===== config.mk =====
export PLATFORM = sky130hd
export DESIGN_NAME = msl_config_bank
export DESIGN_NICKNAME = d
export VERILOG_FILES = /design/src/hdl/msl_config_bank.v
export VERILOG_INCLUDE_DIRS = /design/src /design/src/pkg
export SDC_FILE = /design/constraint.sdc
export NUM_CORES = 1
export LEC_CHECK = 0
export ABC_AREA = 1
export BUFFER_PORTS_ARGS = -buffer_cell sky130_fd_sc_hd__buf_4
export CAP_MARGIN = 20
export CORE_AREA = 5 5 155 157
export DETAILED_ROUTE_END_ITERATION = 16
export DIE_AREA = 0 0 160 162
export PLACE_DENSITY = 0.77
export SLEW_MARGIN = 10
export SYNTH_ARGS = -nofsm -noshare
export SYNTH_HDL_FRONTEND = slang
export SYNTH_SLANG_ARGS = --single-unit

===== constraint.sdc =====
create_clock -name ref_clk -period 7.3 [get_ports ref_clk]
set_clock_uncertainty 0.15 [all_clocks]
set_input_delay 1.46 -clock ref_clk [delete_from_list [all_inputs] [get_ports ref_clk]]
set_output_delay 1.46 -clock ref_clk [all_outputs]
set_load 0.05 [all_outputs]

===== src/pkg/msl_consts.vh =====
// Constants of the modem serial-link configuration bank.
// Assumes a single 25 MHz clock and registers addressed by their printed number.
`ifndef MSL_CONSTS_VH
`define MSL_CONSTS_VH

// Register numbers
`define MSL_IDX_MODE      8'h03
`define MSL_IDX_ADDR      8'h12
`define MSL_IDX_FRAME     8'h14
`define MSL_IDX_FLOW      8'h15
`define MSL_IDX_STBY      8'h16
`define MSL_IDX_LINE      8'h17
`define MSL_IDX_DELIM     8'h18
`define MSL_IDX_SLEEP     8'h19
`define MSL_IDX_TIMEOUT   8'h1a

// Reset values
`define MSL_RST_MODE      8'hf0
`define MSL_RST_ADDR      8'h03
`define MSL_RST_FRAME     8'h00
`define MSL_RST_FLOW      8'h09
`define MSL_RST_STBY      8'h04
`define MSL_RST_LINE      8'h00
`define MSL_RST_DELIM     8'hc1
`define MSL_RST_SLEEP     8'h04
`define MSL_RST_TIMEOUT   8'h01

// Mode codes
`define MSL_MODE_PACKET   8'hf0
`define MSL_MODE_HDRLESS  8'hff

// Field positions
`define MSL_B_DESTCHK     0
`define MSL_B_GRPCHK      1
`define MSL_B_DATA7       7
`define MSL_B_PAREN       6
`define MSL_B_PARODD      5
`define MSL_B_STOP2       4
`define MSL_B_BAUDHI      1
`define MSL_B_BAUDLO      0
`define MSL_B_EXTHI       7
`define MSL_B_EXTLO       4
`define MSL_B_LOWPWR      2
`define MSL_B_FLOW        1
`define MSL_B_CRLF        4
`define MSL_B_DELIM       6
`define MSL_B_SLPUNIT     1
`define MSL_B_TOUNIT      0

// Timing
`define MSL_CLK_HZ        25000000
`define MSL_TICK_MS       1
`define MSL_CYC_PER_MS    (`MSL_CLK_HZ / 1000 * `MSL_TICK_MS)
`define MSL_EXT_UNIT_MS   16'd20
`define MSL_STBY_UNIT_MS  16'd10
`define MSL_SLP_UNIT0_MS  16'd10
`define MSL_SLP_UNIT1_MS  16'd100
`define MSL_TO_UNIT0_MS   16'd1
`define MSL_TO_UNIT1_MS   16'd10
`define MSL_TO_MIN_MS     16'd3

// Baud rates
`define MSL_BAUD0         9600
`define MSL_BAUD1         19200
`define MSL_BAUD2         38400
`define MSL_BAUD3         115200

`endif


===== src/hdl/msl_config_bank.v =====
// Configuration bank, packet filter, power timing and idle timeout of the modem.
// Assumes the command parser delivers decoded register writes and command pulses
// synchronous to ref_clk; all inputs but the asynchronous reset rst_b are synchronous.
`timescale 1ns/1ps
`include "msl_consts.vh"

module msl_config_bank
#(
  parameter MS_CYCLES = `MSL_CYC_PER_MS
)
(
  // Clock and reset
  input  wire        ref_clk,
  input  wire        rst_b,
  // Register access from the command parser
  input  wire        regWrite,
  input  wire        regRead,
  input  wire [7:0]  regIndex,
  input  wire [7:0]  regWrData,
  output reg  [7:0]  regRdData,
  output reg         writeOk,
  output reg         errorResponse,
  // Host commands
  input  wire        standbyEnableCommand,
  input  wire        standbyReleaseCommand,
  input  wire        restartCommand,
  input  wire        powerDownReturn,
  // Received radio packet
  input  wire        pktValid,
  input  wire        pktDestMatch,
  input  wire        pktGroupMatch,
  input  wire        pktBroadcast,
  input  wire        ackSent,
  output reg         pktAccept,
  output reg         pktAck,
  // Serial framing
  output reg         dataBits7,
  output reg         parityEnable,
  output reg         parityOdd,
  output reg         stopBits2,
  output reg  [15:0] baudDivisor,
  output reg         flowControlEnable,
  // Headerless mode
  input  wire        hostByteIn,
  input  wire        txBufNonEmpty,
  output reg         headerlessMode,
  output reg         appendCrLf,
  output reg         delimCrLf,
  output reg         idleFlush,
  // Power state
  output reg         inStandby,
  output reg         inSleep
);

  //--------------------------------------------------------------------
  // Constants
  //--------------------------------------------------------------------
  // Full-width quotients first, then cut to the 16-bit counters on purpose
  localparam [31:0] MS_WIDE  = MS_CYCLES - 1;
  localparam [31:0] DIVW0    = `MSL_CLK_HZ / `MSL_BAUD0;
  localparam [31:0] DIVW1    = `MSL_CLK_HZ / `MSL_BAUD1;
  localparam [31:0] DIVW2    = `MSL_CLK_HZ / `MSL_BAUD2;
  localparam [31:0] DIVW3    = `MSL_CLK_HZ / `MSL_BAUD3;
  localparam [15:0] MS_LAST  = MS_WIDE[15:0];
  localparam [15:0] DIV0     = DIVW0[15:0];
  localparam [15:0] DIV1     = DIVW1[15:0];
  localparam [15:0] DIV2     = DIVW2[15:0];
  localparam [15:0] DIV3     = DIVW3[15:0];
  localparam [1:0]  ST_AWAKE = 2'h0;
  localparam [1:0]  ST_STBY  = 2'h1;
  localparam [1:0]  ST_SLEEP = 2'h2;

  //--------------------------------------------------------------------
  // Register storage
  //--------------------------------------------------------------------
  reg  [7:0]  modeReg;
  reg  [7:0]  addrReg;
  reg  [7:0]  frameReg;
  reg  [7:0]  flowReg;
  reg  [7:0]  stbyReg;
  reg  [7:0]  lineReg;
  reg  [7:0]  delimReg;
  reg  [7:0]  sleepReg;
  reg  [7:0]  timeoutReg;

  // Range check; unknown numbers are refused as well
  function writeValid;
    input [7:0] idx;
    input [7:0] val;
    begin
      case (idx)
        `MSL_IDX_MODE:    writeValid = (val == `MSL_MODE_PACKET) ||
                                       (val == `MSL_MODE_HDRLESS);
        `MSL_IDX_STBY:    writeValid = (val != 8'h00);
        `MSL_IDX_SLEEP:   writeValid = (val != 8'h00);
        `MSL_IDX_TIMEOUT: writeValid = (val != 8'h00);
        `MSL_IDX_ADDR,
        `MSL_IDX_FRAME,
        `MSL_IDX_FLOW,
        `MSL_IDX_LINE,
        `MSL_IDX_DELIM:   writeValid = 1'b1;
        default:          writeValid = 1'b0;
      endcase
    end
  endfunction

  wire        wrGood = regWrite && writeValid(regIndex, regWrData);

  // Storage keeps defaults until a good write; refused writes leave it intact
  always @(posedge ref_clk or negedge rst_b)
  begin
    if (!rst_b)
    begin
      modeReg    <= `MSL_RST_MODE;
      addrReg    <= `MSL_RST_ADDR;
      frameReg   <= `MSL_RST_FRAME;
      flowReg    <= `MSL_RST_FLOW;
      stbyReg    <= `MSL_RST_STBY;
      lineReg    <= `MSL_RST_LINE;
      delimReg   <= `MSL_RST_DELIM;
      sleepReg   <= `MSL_RST_SLEEP;
      timeoutReg <= `MSL_RST_TIMEOUT;
    end
    else if (wrGood)
    begin
      case (regIndex)
        `MSL_IDX_MODE:    modeReg    <= regWrData;
        `MSL_IDX_ADDR:    addrReg    <= regWrData;
        `MSL_IDX_FRAME:   frameReg   <= regWrData;
        `MSL_IDX_FLOW:    flowReg    <= regWrData;
        `MSL_IDX_STBY:    stbyReg    <= regWrData;
        `MSL_IDX_LINE:    lineReg    <= regWrData;
        `MSL_IDX_DELIM:   delimReg   <= regWrData;
        `MSL_IDX_SLEEP:   sleepReg   <= regWrData;
        `MSL_IDX_TIMEOUT: timeoutReg <= regWrData;
        default:          modeReg    <= modeReg;
      endcase
    end
  end

  // Write answer and read data, one cycle after the strobe
  always @(posedge ref_clk or negedge rst_b)
  begin
    if (!rst_b)
    begin
      writeOk       <= 1'b0;
      errorResponse <= 1'b0;
      regRdData     <= 8'h00;
    end
    else
    begin
      writeOk       <= wrGood;
      errorResponse <= regWrite && !writeValid(regIndex, regWrData);
      if (regRead)
      begin
        case (regIndex)
          `MSL_IDX_MODE:    regRdData <= modeReg;
          `MSL_IDX_ADDR:    regRdData <= addrReg;
          `MSL_IDX_FRAME:   regRdData <= frameReg;
          `MSL_IDX_FLOW:    regRdData <= flowReg;
          `MSL_IDX_STBY:    regRdData <= stbyReg;
          `MSL_IDX_LINE:    regRdData <= lineReg;
          `MSL_IDX_DELIM:   regRdData <= delimReg;
          `MSL_IDX_SLEEP:   regRdData <= sleepReg;
          `MSL_IDX_TIMEOUT: regRdData <= timeoutReg;
          default:          regRdData <= 8'h00;
        endcase
      end
    end
  end

  //--------------------------------------------------------------------
  // Decoded configuration outputs
  //--------------------------------------------------------------------
  always @(posedge ref_clk or negedge rst_b)
  begin
    if (!rst_b)
    begin
      dataBits7         <= 1'b0;
      parityEnable      <= 1'b0;
      parityOdd         <= 1'b0;
      stopBits2         <= 1'b0;
      baudDivisor       <= DIV0;
      flowControlEnable <= 1'b0;
      headerlessMode    <= 1'b0;
      appendCrLf        <= 1'b0;
      delimCrLf         <= 1'b1;
    end
    else
    begin
      dataBits7         <= frameReg[`MSL_B_DATA7];
      parityEnable      <= frameReg[`MSL_B_PAREN];
      parityOdd         <= frameReg[`MSL_B_PARODD];
      stopBits2         <= frameReg[`MSL_B_STOP2];
      case (frameReg[`MSL_B_BAUDHI:`MSL_B_BAUDLO])
        2'h0:    baudDivisor <= DIV0;
        2'h1:    baudDivisor <= DIV1;
        2'h2:    baudDivisor <= DIV2;
        default: baudDivisor <= DIV3;
      endcase
      flowControlEnable <= flowReg[`MSL_B_FLOW];
      headerlessMode    <= (modeReg == `MSL_MODE_HDRLESS);
      appendCrLf        <= (modeReg == `MSL_MODE_HDRLESS) &&
                           lineReg[`MSL_B_CRLF];
      delimCrLf         <= delimReg[`MSL_B_DELIM];
    end
  end

  //--------------------------------------------------------------------
  // Packet filter
  //--------------------------------------------------------------------
  wire        destChk = addrReg[`MSL_B_DESTCHK];
  wire        grpChk  = addrReg[`MSL_B_GRPCHK] && !destChk;
  wire        destHit = destChk && pktDestMatch && !pktBroadcast;

  always @(posedge ref_clk or negedge rst_b)
  begin
    if (!rst_b)
    begin
      pktAccept <= 1'b0;
      pktAck    <= 1'b0;
    end
    else
    begin
      if (destChk)
        pktAccept <= pktValid && (pktDestMatch || pktBroadcast);
      else if (grpChk)
        pktAccept <= pktValid && pktGroupMatch;
      else
        pktAccept <= pktValid;
      pktAck <= pktValid && destHit;
    end
  end

  //--------------------------------------------------------------------
  // Millisecond tick
  //--------------------------------------------------------------------
  reg  [15:0] msPre;
  wire        msTick = (msPre == MS_LAST);

  // Restarted on each host byte so the idle count starts at the byte
  always @(posedge ref_clk or negedge rst_b)
  begin
    if (!rst_b)
      msPre <= 16'h0000;
    else if (msTick || hostByteIn)
      msPre <= 16'h0000;
    else
      msPre <= msPre + 16'h0001;
  end

  //--------------------------------------------------------------------
  // Idle timeout flush
  //--------------------------------------------------------------------
  reg  [15:0] idleMs;
  reg         idleDone;
  wire [15:0] toUnit   = delimReg[`MSL_B_TOUNIT] ? `MSL_TO_UNIT1_MS : `MSL_TO_UNIT0_MS;
  wire [15:0] toRaw    = {8'h00, timeoutReg} * toUnit;
  wire [15:0] toTarget = (toRaw < `MSL_TO_MIN_MS) ? `MSL_TO_MIN_MS : toRaw;
  wire        toArmed  = (modeReg == `MSL_MODE_HDRLESS) && !delimReg[`MSL_B_DELIM];

  // One flush per idle gap; a further byte rearms it
  always @(posedge ref_clk or negedge rst_b)
  begin
    if (!rst_b)
    begin
      idleMs    <= 16'h0000;
      idleDone  <= 1'b0;
      idleFlush <= 1'b0;
    end
    else
    begin
      idleFlush <= 1'b0;
      if (hostByteIn || !toArmed)
      begin
        idleMs   <= 16'h0000;
        idleDone <= 1'b0;
      end
      else if (!idleDone && idleMs >= toTarget && txBufNonEmpty)
      begin
        idleFlush <= 1'b1;
        idleDone  <= 1'b1;
      end
      else if (msTick && idleMs != 16'hffff)
        idleMs <= idleMs + 16'h0001;
    end
  end

  //--------------------------------------------------------------------
  // Low-power standby and sleep sequencing
  //--------------------------------------------------------------------
  reg         lpBoot;
  reg         lpCmd;
  reg  [1:0]  pwrState;
  reg  [15:0] pwrMs;
  reg  [15:0] stbyTarget;
  wire        lpActive = lpBoot || lpCmd;
  wire [15:0] extMs    = {12'h000, flowReg[`MSL_B_EXTHI:`MSL_B_EXTLO]} *
                         `MSL_EXT_UNIT_MS;
  wire [15:0] stbyMs   = {8'h00, stbyReg} * `MSL_STBY_UNIT_MS;
  wire [15:0] slpUnit  = delimReg[`MSL_B_SLPUNIT] ? `MSL_SLP_UNIT1_MS : `MSL_SLP_UNIT0_MS;
  wire [15:0] slpCfg   = {8'h00, sleepReg} * slpUnit;
  wire [15:0] slpDef   = {8'h00, `MSL_RST_SLEEP} * `MSL_SLP_UNIT0_MS;
  wire [15:0] slpMs    = lpCmd ? slpCfg : slpDef;

  // Mode bit is sampled only on restart or power-down return
  always @(posedge ref_clk or negedge rst_b)
  begin
    if (!rst_b)
    begin
      lpBoot <= 1'b0;
      lpCmd  <= 1'b0;
    end
    else
    begin
      if (restartCommand || powerDownReturn)
        lpBoot <= flowReg[`MSL_B_LOWPWR];
      if (standbyEnableCommand)
        lpCmd <= 1'b1;
      else if (standbyReleaseCommand)
        lpCmd <= 1'b0;
    end
  end

  always @(posedge ref_clk or negedge rst_b)
  begin
    if (!rst_b)
    begin
      pwrState   <= ST_AWAKE;
      pwrMs      <= 16'h0000;
      stbyTarget <= 16'h0000;
    end
    else if (!lpActive)
    begin
      pwrState <= ST_AWAKE;
      pwrMs    <= 16'h0000;
    end
    else
    begin
      case (pwrState)
        ST_AWAKE:
        begin
          pwrState   <= ST_STBY;
          pwrMs      <= 16'h0000;
          stbyTarget <= stbyMs;
        end
        ST_STBY:
        begin
          if (ackSent && extMs == 16'h0000)
          begin
            pwrState <= ST_SLEEP;
            pwrMs    <= 16'h0000;
          end
          else if (pktValid && destHit)
            stbyTarget <= stbyTarget + extMs;
          else if (pwrMs >= stbyTarget)
          begin
            pwrState <= ST_SLEEP;
            pwrMs    <= 16'h0000;
          end
          else if (msTick)
            pwrMs <= pwrMs + 16'h0001;
        end
        ST_SLEEP:
        begin
          if (pwrMs >= slpMs)
          begin
            pwrState   <= ST_STBY;
            pwrMs      <= 16'h0000;
            stbyTarget <= stbyMs;
          end
          else if (msTick)
            pwrMs <= pwrMs + 16'h0001;
        end
        default:
          pwrState <= ST_AWAKE;
      endcase
    end
  end

  // State flags from flip-flops
  always @(posedge ref_clk or negedge rst_b)
  begin
    if (!rst_b)
    begin
      inStandby <= 1'b0;
      inSleep   <= 1'b0;
    end
    else
    begin
      inStandby <= lpActive && (pwrState == ST_STBY);
      inSleep   <= lpActive && (pwrState == ST_SLEEP);
    end
  end

endmodule


# After elaboration in Yosys (flattened, before gate mapping)
# Cells that the tools add are included.
dict set report totals {
  reg_bits 180
  input_bits 31
  output_inout_bits 39
  elab_cells 159
}
dict set report op_classes {
  n_addsub 4
  mul 4
  n_lt_le_gt_ge 4
  n_eq_ne 26
  mux 36
  reduce_logical 51
}
# operator count
set op_table {}
lappend op_table {{$mux 16} 13}
lappend op_table {{$pmux 16 s3} 2}
lappend op_table {{$pmux 8 s9} 1}
lappend op_table {{$eq 8x5->1 const B} 8}
lappend op_table {{$add 16x1->16 const B} 3}
lappend op_table {{$pmux 12 s3} 1}
lappend op_table {{$eq 8x8->1 const B} 3}
lappend op_table {{$reduce_and 2->1} 11}
lappend op_table {{$add 16x9->16} 1}
lappend op_table {{$eq 16x15->1 const B} 1}
lappend op_table {{$ge 16x12->1} 1}
lappend op_table {{$ge 16x15->1} 1}
lappend op_table {{$ge 16x16->1} 1}
lappend op_table {{$logic_and 1x1->1} 16}
lappend op_table {{$logic_not 16->1} 1}
lappend op_table {{$ne 16x16->1 const B} 1}
lappend op_table {{$mul 8x7->15} 1}
lappend op_table {{$mux 15} 1}
lappend op_table {{$lt 12x2->1 const B} 1}
lappend op_table {{$mul 8x4->12} 1}
lappend op_table {{$mux 12} 1}
lappend op_table {{$mul 8x3->11 const B} 1}
lappend op_table {{$mux 2} 5}
lappend op_table {{$eq 8x2->1 const B} 1}
lappend op_table {{other kinds (22)} 48}

# Logic depth before layout (Yosys ltp)
dict set report logic_depth {
  word_depth 9
  ltp_mapped 31
  depth_no_buf 29
}

# Worst setup path before layout
# No wires, ideal clock.
dict set report synth_path {
  path_kind {register to register}
  start {reg delimReg[1]}
  end {reg stbyTarget[8]}
  setup_ps 126
  t_arrival_ps 4847
  required_time_ps 7024
  slack_ps 2177
  path_stages_with_launch 31
  n_path_buf 3
  period_less_slack_ps 5123
  path_cell_list {dfrtp_1 clkbuf_1 clkbuf_1 nand2_1 inv_1 ha_1 fa_1 inv_1 fa_1 inv_1 ha_1 ha_1 nand2_1 nand2_1 a31oi_1 inv_1 nand2_1 nand2_1 a21o_1 a21oi_1 o21ai_0 ha_1 a21oi_1 o21ai_0 a21oi_1 nand2_1 nand2_2 inv_1 buf_2 nand2_1 o21ai_0}
}
dict set report synth_between {
  elab_chain_cells 6
}
# item line_no
set synth_lines {}
lappend synth_lines {{start: declaration} msl_config_bank.v:82} ;# reg [7:0] delimReg;
lappend synth_lines {{start signal: assignment} msl_config_bank.v:120} ;# delimReg <= `MSL_RST_DELIM;
lappend synth_lines {{start signal: assignment} msl_config_bank.v:133} ;# `MSL_IDX_DELIM: delimReg <= regWrData;
lappend synth_lines {{$mux 7 (no source line)} --}
lappend synth_lines {{$mul 8x7->15} msl_config_bank.v:302} ;# wire [15:0] slpCfg = {8'h00, sleepReg} * slpUnit;
lappend synth_lines {{$mux 15} msl_config_bank.v:304} ;# wire [15:0] slpMs = lpCmd ? slpCfg : slpDef;
lappend synth_lines {{$ge 16x15->1} msl_config_bank.v:366} ;# if (pwrMs >= slpMs)
lappend synth_lines {{$ne 2x2->1 (no source line)} --}
lappend synth_lines {{$reduce_and 5->1 (no source line)} --}
lappend synth_lines {{end signal: assignment} msl_config_bank.v:345} ;# stbyTarget <= stbyMs;
lappend synth_lines {{end signal: assignment} msl_config_bank.v:355} ;# stbyTarget <= stbyTarget + extMs;
lappend synth_lines {{end signal: assignment} msl_config_bank.v:370} ;# stbyTarget <= stbyMs;
lappend synth_lines {{end: declaration} msl_config_bank.v:296} ;# reg [15:0] stbyTarget;
# Every way passes these cells.
# A chain may end at the register's enable or synchronous reset.

# Worst setup path in the final report
dict set report layout_path {
  start {reg delimReg[1]}
  end {reg stbyTarget[6]}
}
# Same word-level chain as after synthesis.

==> results.md <==
* Yosys warns at 0
* # resized after CTS at 0
* Share of the synthesized area in the top cell type at 30.4%
* Synth area leader: dfrtp_1
* Critical Path AT at 5.90 ns
* Area Growth Syn to Fin at 9.44%
* Post-CTS setup buffer count at 0
* Critical Path Fanout Max at 25
* Final max-slew violation count at 0
* TritonCTS clock tree: done
* HP Start: flowReg[1]
* TritonCTS Buffers at 17
* Setup TNS at 0 ns
* Post-Place Cells at 2010
* RSZ-0062 raised after global routing: false
* Total core area at 0.0224 mm²
* First drt pass iteration count at 5
* Routing usage on met2 at 40.9%
* Gr ovfl total at 0
* Maximum VDD drop at 0.139 mV
* Post-synthesis sequential area ratio at 34.4%
* H-tree Lvls at 4
* P_leak at 7.59 nW
* Worst slew pin tran at 0.866 ns
* Die ar. at 0.0259 mm²
* Placer Congestion at 0.920
* Worst setup EP type: register
* Vias at 11500
* Final period utilization at 78.6%
* Fmax at 174 MHz
* Top post-synthesis cells by area: dfrtp_1, nand2_1, ha_1, inv_1, nand4_1
* Final core utilization at 61.6%
* CTS hold repair buffers at 0
* Grt peak-use layer: met2
* Starting density of the core at 56.3%
* FF-to-FF Start: delimReg[1]
* Post-synth EDFFs at 0
* Worst-Skew Late Latency at 0.45 ns
* CTS sink count at 172
* WP data required at 7.46 ns
* Worst setup path startpoint: delimReg[1]
* Share of cells above drive strength 1 at 8.20%
* Clk slew on worst S/H paths at 0.08 ns
* Syn Area/Cell at 7.38 µm²
* Hold_ws at 0.265 ns
* Total power at 2.18 mW
* M1 GR Usage at 33.3%
* Synth cell types at 46
* Async S/R FF share, synth at 100%
* Setup WS pre-CTS at 1.50 ns
* Largest net degree at the start of global routing at 91
* Final setup violation count at 0
* Port Buffers at 65
* Routed wire length at 31100 µm
* Cell count after synthesis at 1706
* Met3 usage at 3.53%
* Std cell rows at 55
* Final Critical Period at 5.74 ns
* DP Area at 0.0132 mm²
* Crit Path Class: reg -> reg
* I/O Pins at 70
* Hold Path Class: reg -> reg
* Ys flop type: dfrtp_1
* Total Nets Final at 1926
* Max clock buf depth at 2
* Root buf cell: clkbuf_16
* Rel. slew slack at 41.9%
* DRT iter0 DRCs at 1005
* Die Y at 162 µm
* DP HPWL at 23300 µm
* PwrDens at 158 mW/mm²
* Detail Route Antenna Nets at 0
* MaxCap Viol Count at 0
* CP Launch Type: register
* Status: complete, no violations
* Final worst-path setup slack at 1.56 ns
* First-pass GRT wire length at 52800 µm
* Synthesis-stage register bit count at 172
* Most frequent cells in the layout: nand2_1, inv_1, dfrtp_1, nor2_1, ha_1
* Overall Global Routing Usage at 24.4%
* Drt drc at 0
* Vias in the first global route at 10900
* Routed length per instance at 15.2 µm
* Via density at 5.63
* # diodes at 0
* Initial antenna violation count at 0
* Cell Area, Synth at 0.0126 mm²
* Hold Vio Cnt, Final at 0
* Die Wd at 160 µm
* Final Non-Filler Cells at 2042
* Commonest non-fill, non-tap cell in the layout: nand2_1
* Fin area at 0.0138 mm²
## power breakdown
group,leakage (nW),switching (mW),internal (mW),total [mW]
logic,4.99,0.229,0.0746,0.303
clock network,0.281,0.443,0.457,0.899
registers,2.32,0.0116,0.967,0.979
total,7.59,0.683,1.50,2.18
## critical path: stages (launching register included)
cell,delay [ns]
dfrtp_1,0.75
nand2_1,0.17
o21ai_0,0.12
ha_1,0.27
fa_1,0.49
inv_1,0.06
fa_1,0.54
inv_1,0.04
ha_1,0.28
ha_1,0.34
nand2_1,0.07
nand2_1,0.04
a31oi_1,0.20
inv_1,0.09
nand2_1,0.08
nand2_1,0.05
a21o_1,0.16
a21oi_1,0.10
o21ai_0,0.11
ha_1,0.30
nand2_1,0.07
o21ai_0,0.17
a21oi_1,0.09
nand2_1,0.12
nand2_2,0.13
inv_1,0.43
o21ai_0,0.16
## registers in the layout, indices dropped and copies added (netlist names), 9 cells and up
signal       cells
pwrMs           16
stbyTarget      15
msPre           16
baudDivisor      9
idleMs          16
## final timing paths
| path | end | cells past startpoint | slack (ns) |
|---|---|---|---|
| worst max-delay path | stbyTarget[6] | 26 | 1.56 |
| worst min register to register | flowControlEnable | 0 | 0.27 |
| min in group asynchronous | msPre[6] | 1 | 0.97 |
| max in group asynchronous | flowReg[0] | 3 | 4.82 |
| worst max register to register | stbyTarget[6] | 26 | 1.56 |
| worst min-delay path | flowControlEnable | 0 | 0.27 |
## cell families after synthesis
kind of cell               count (synthesis)  share of synthesized area (%)
other                                      1                         0.0298
DFF                                      172                           34.4
adders and majority gates                150                           16.0
and+or+nand+nor                          894                           30.7
xor gates and xnor gates                  22                           1.53
AOI/OAI and AO/OA                        197                           8.41
buffers and inverters                    270                           8.98
## per-layer routing
layer | vias up | wire length (µm)
met1 | 5416 | 13500
met2 | 368 | 15100
met4 | 0 | 499
met3 | 43 | 2000
met5 | - | 0
li1 | 5664 | -
## cell type report
type | count | area, µm²
clock buffer | 17 | 425
multi-input combinational | 1272 | 7170
fill | 1980 | 8590
tap | 285 | 357
clock inverter | 14 | 151
inverter | 212 | 796
timing repair buffer | 70 | 549
sequential | 172 | 4330
## synth_stat cells, drive strengths merged, types with 2 or more instances
cell,instances
o21a,2
nand4,99
nand3b,3
nand2,516
o21ai,88
clkinv,3
fa,18
xor2,17
buf,36
or2,3
nor4,3
a31oi,6
xnor2,5
inv,209
o21bai,4
dfrtp,153
o211ai,4
a211oi,2
clkbuf,22
nor2,143
ha,132
a21o,6
a21oi,75
o22ai,6
nor3,31
nand3,94
dfstp,19
Power figures use the tool's default switching activity.
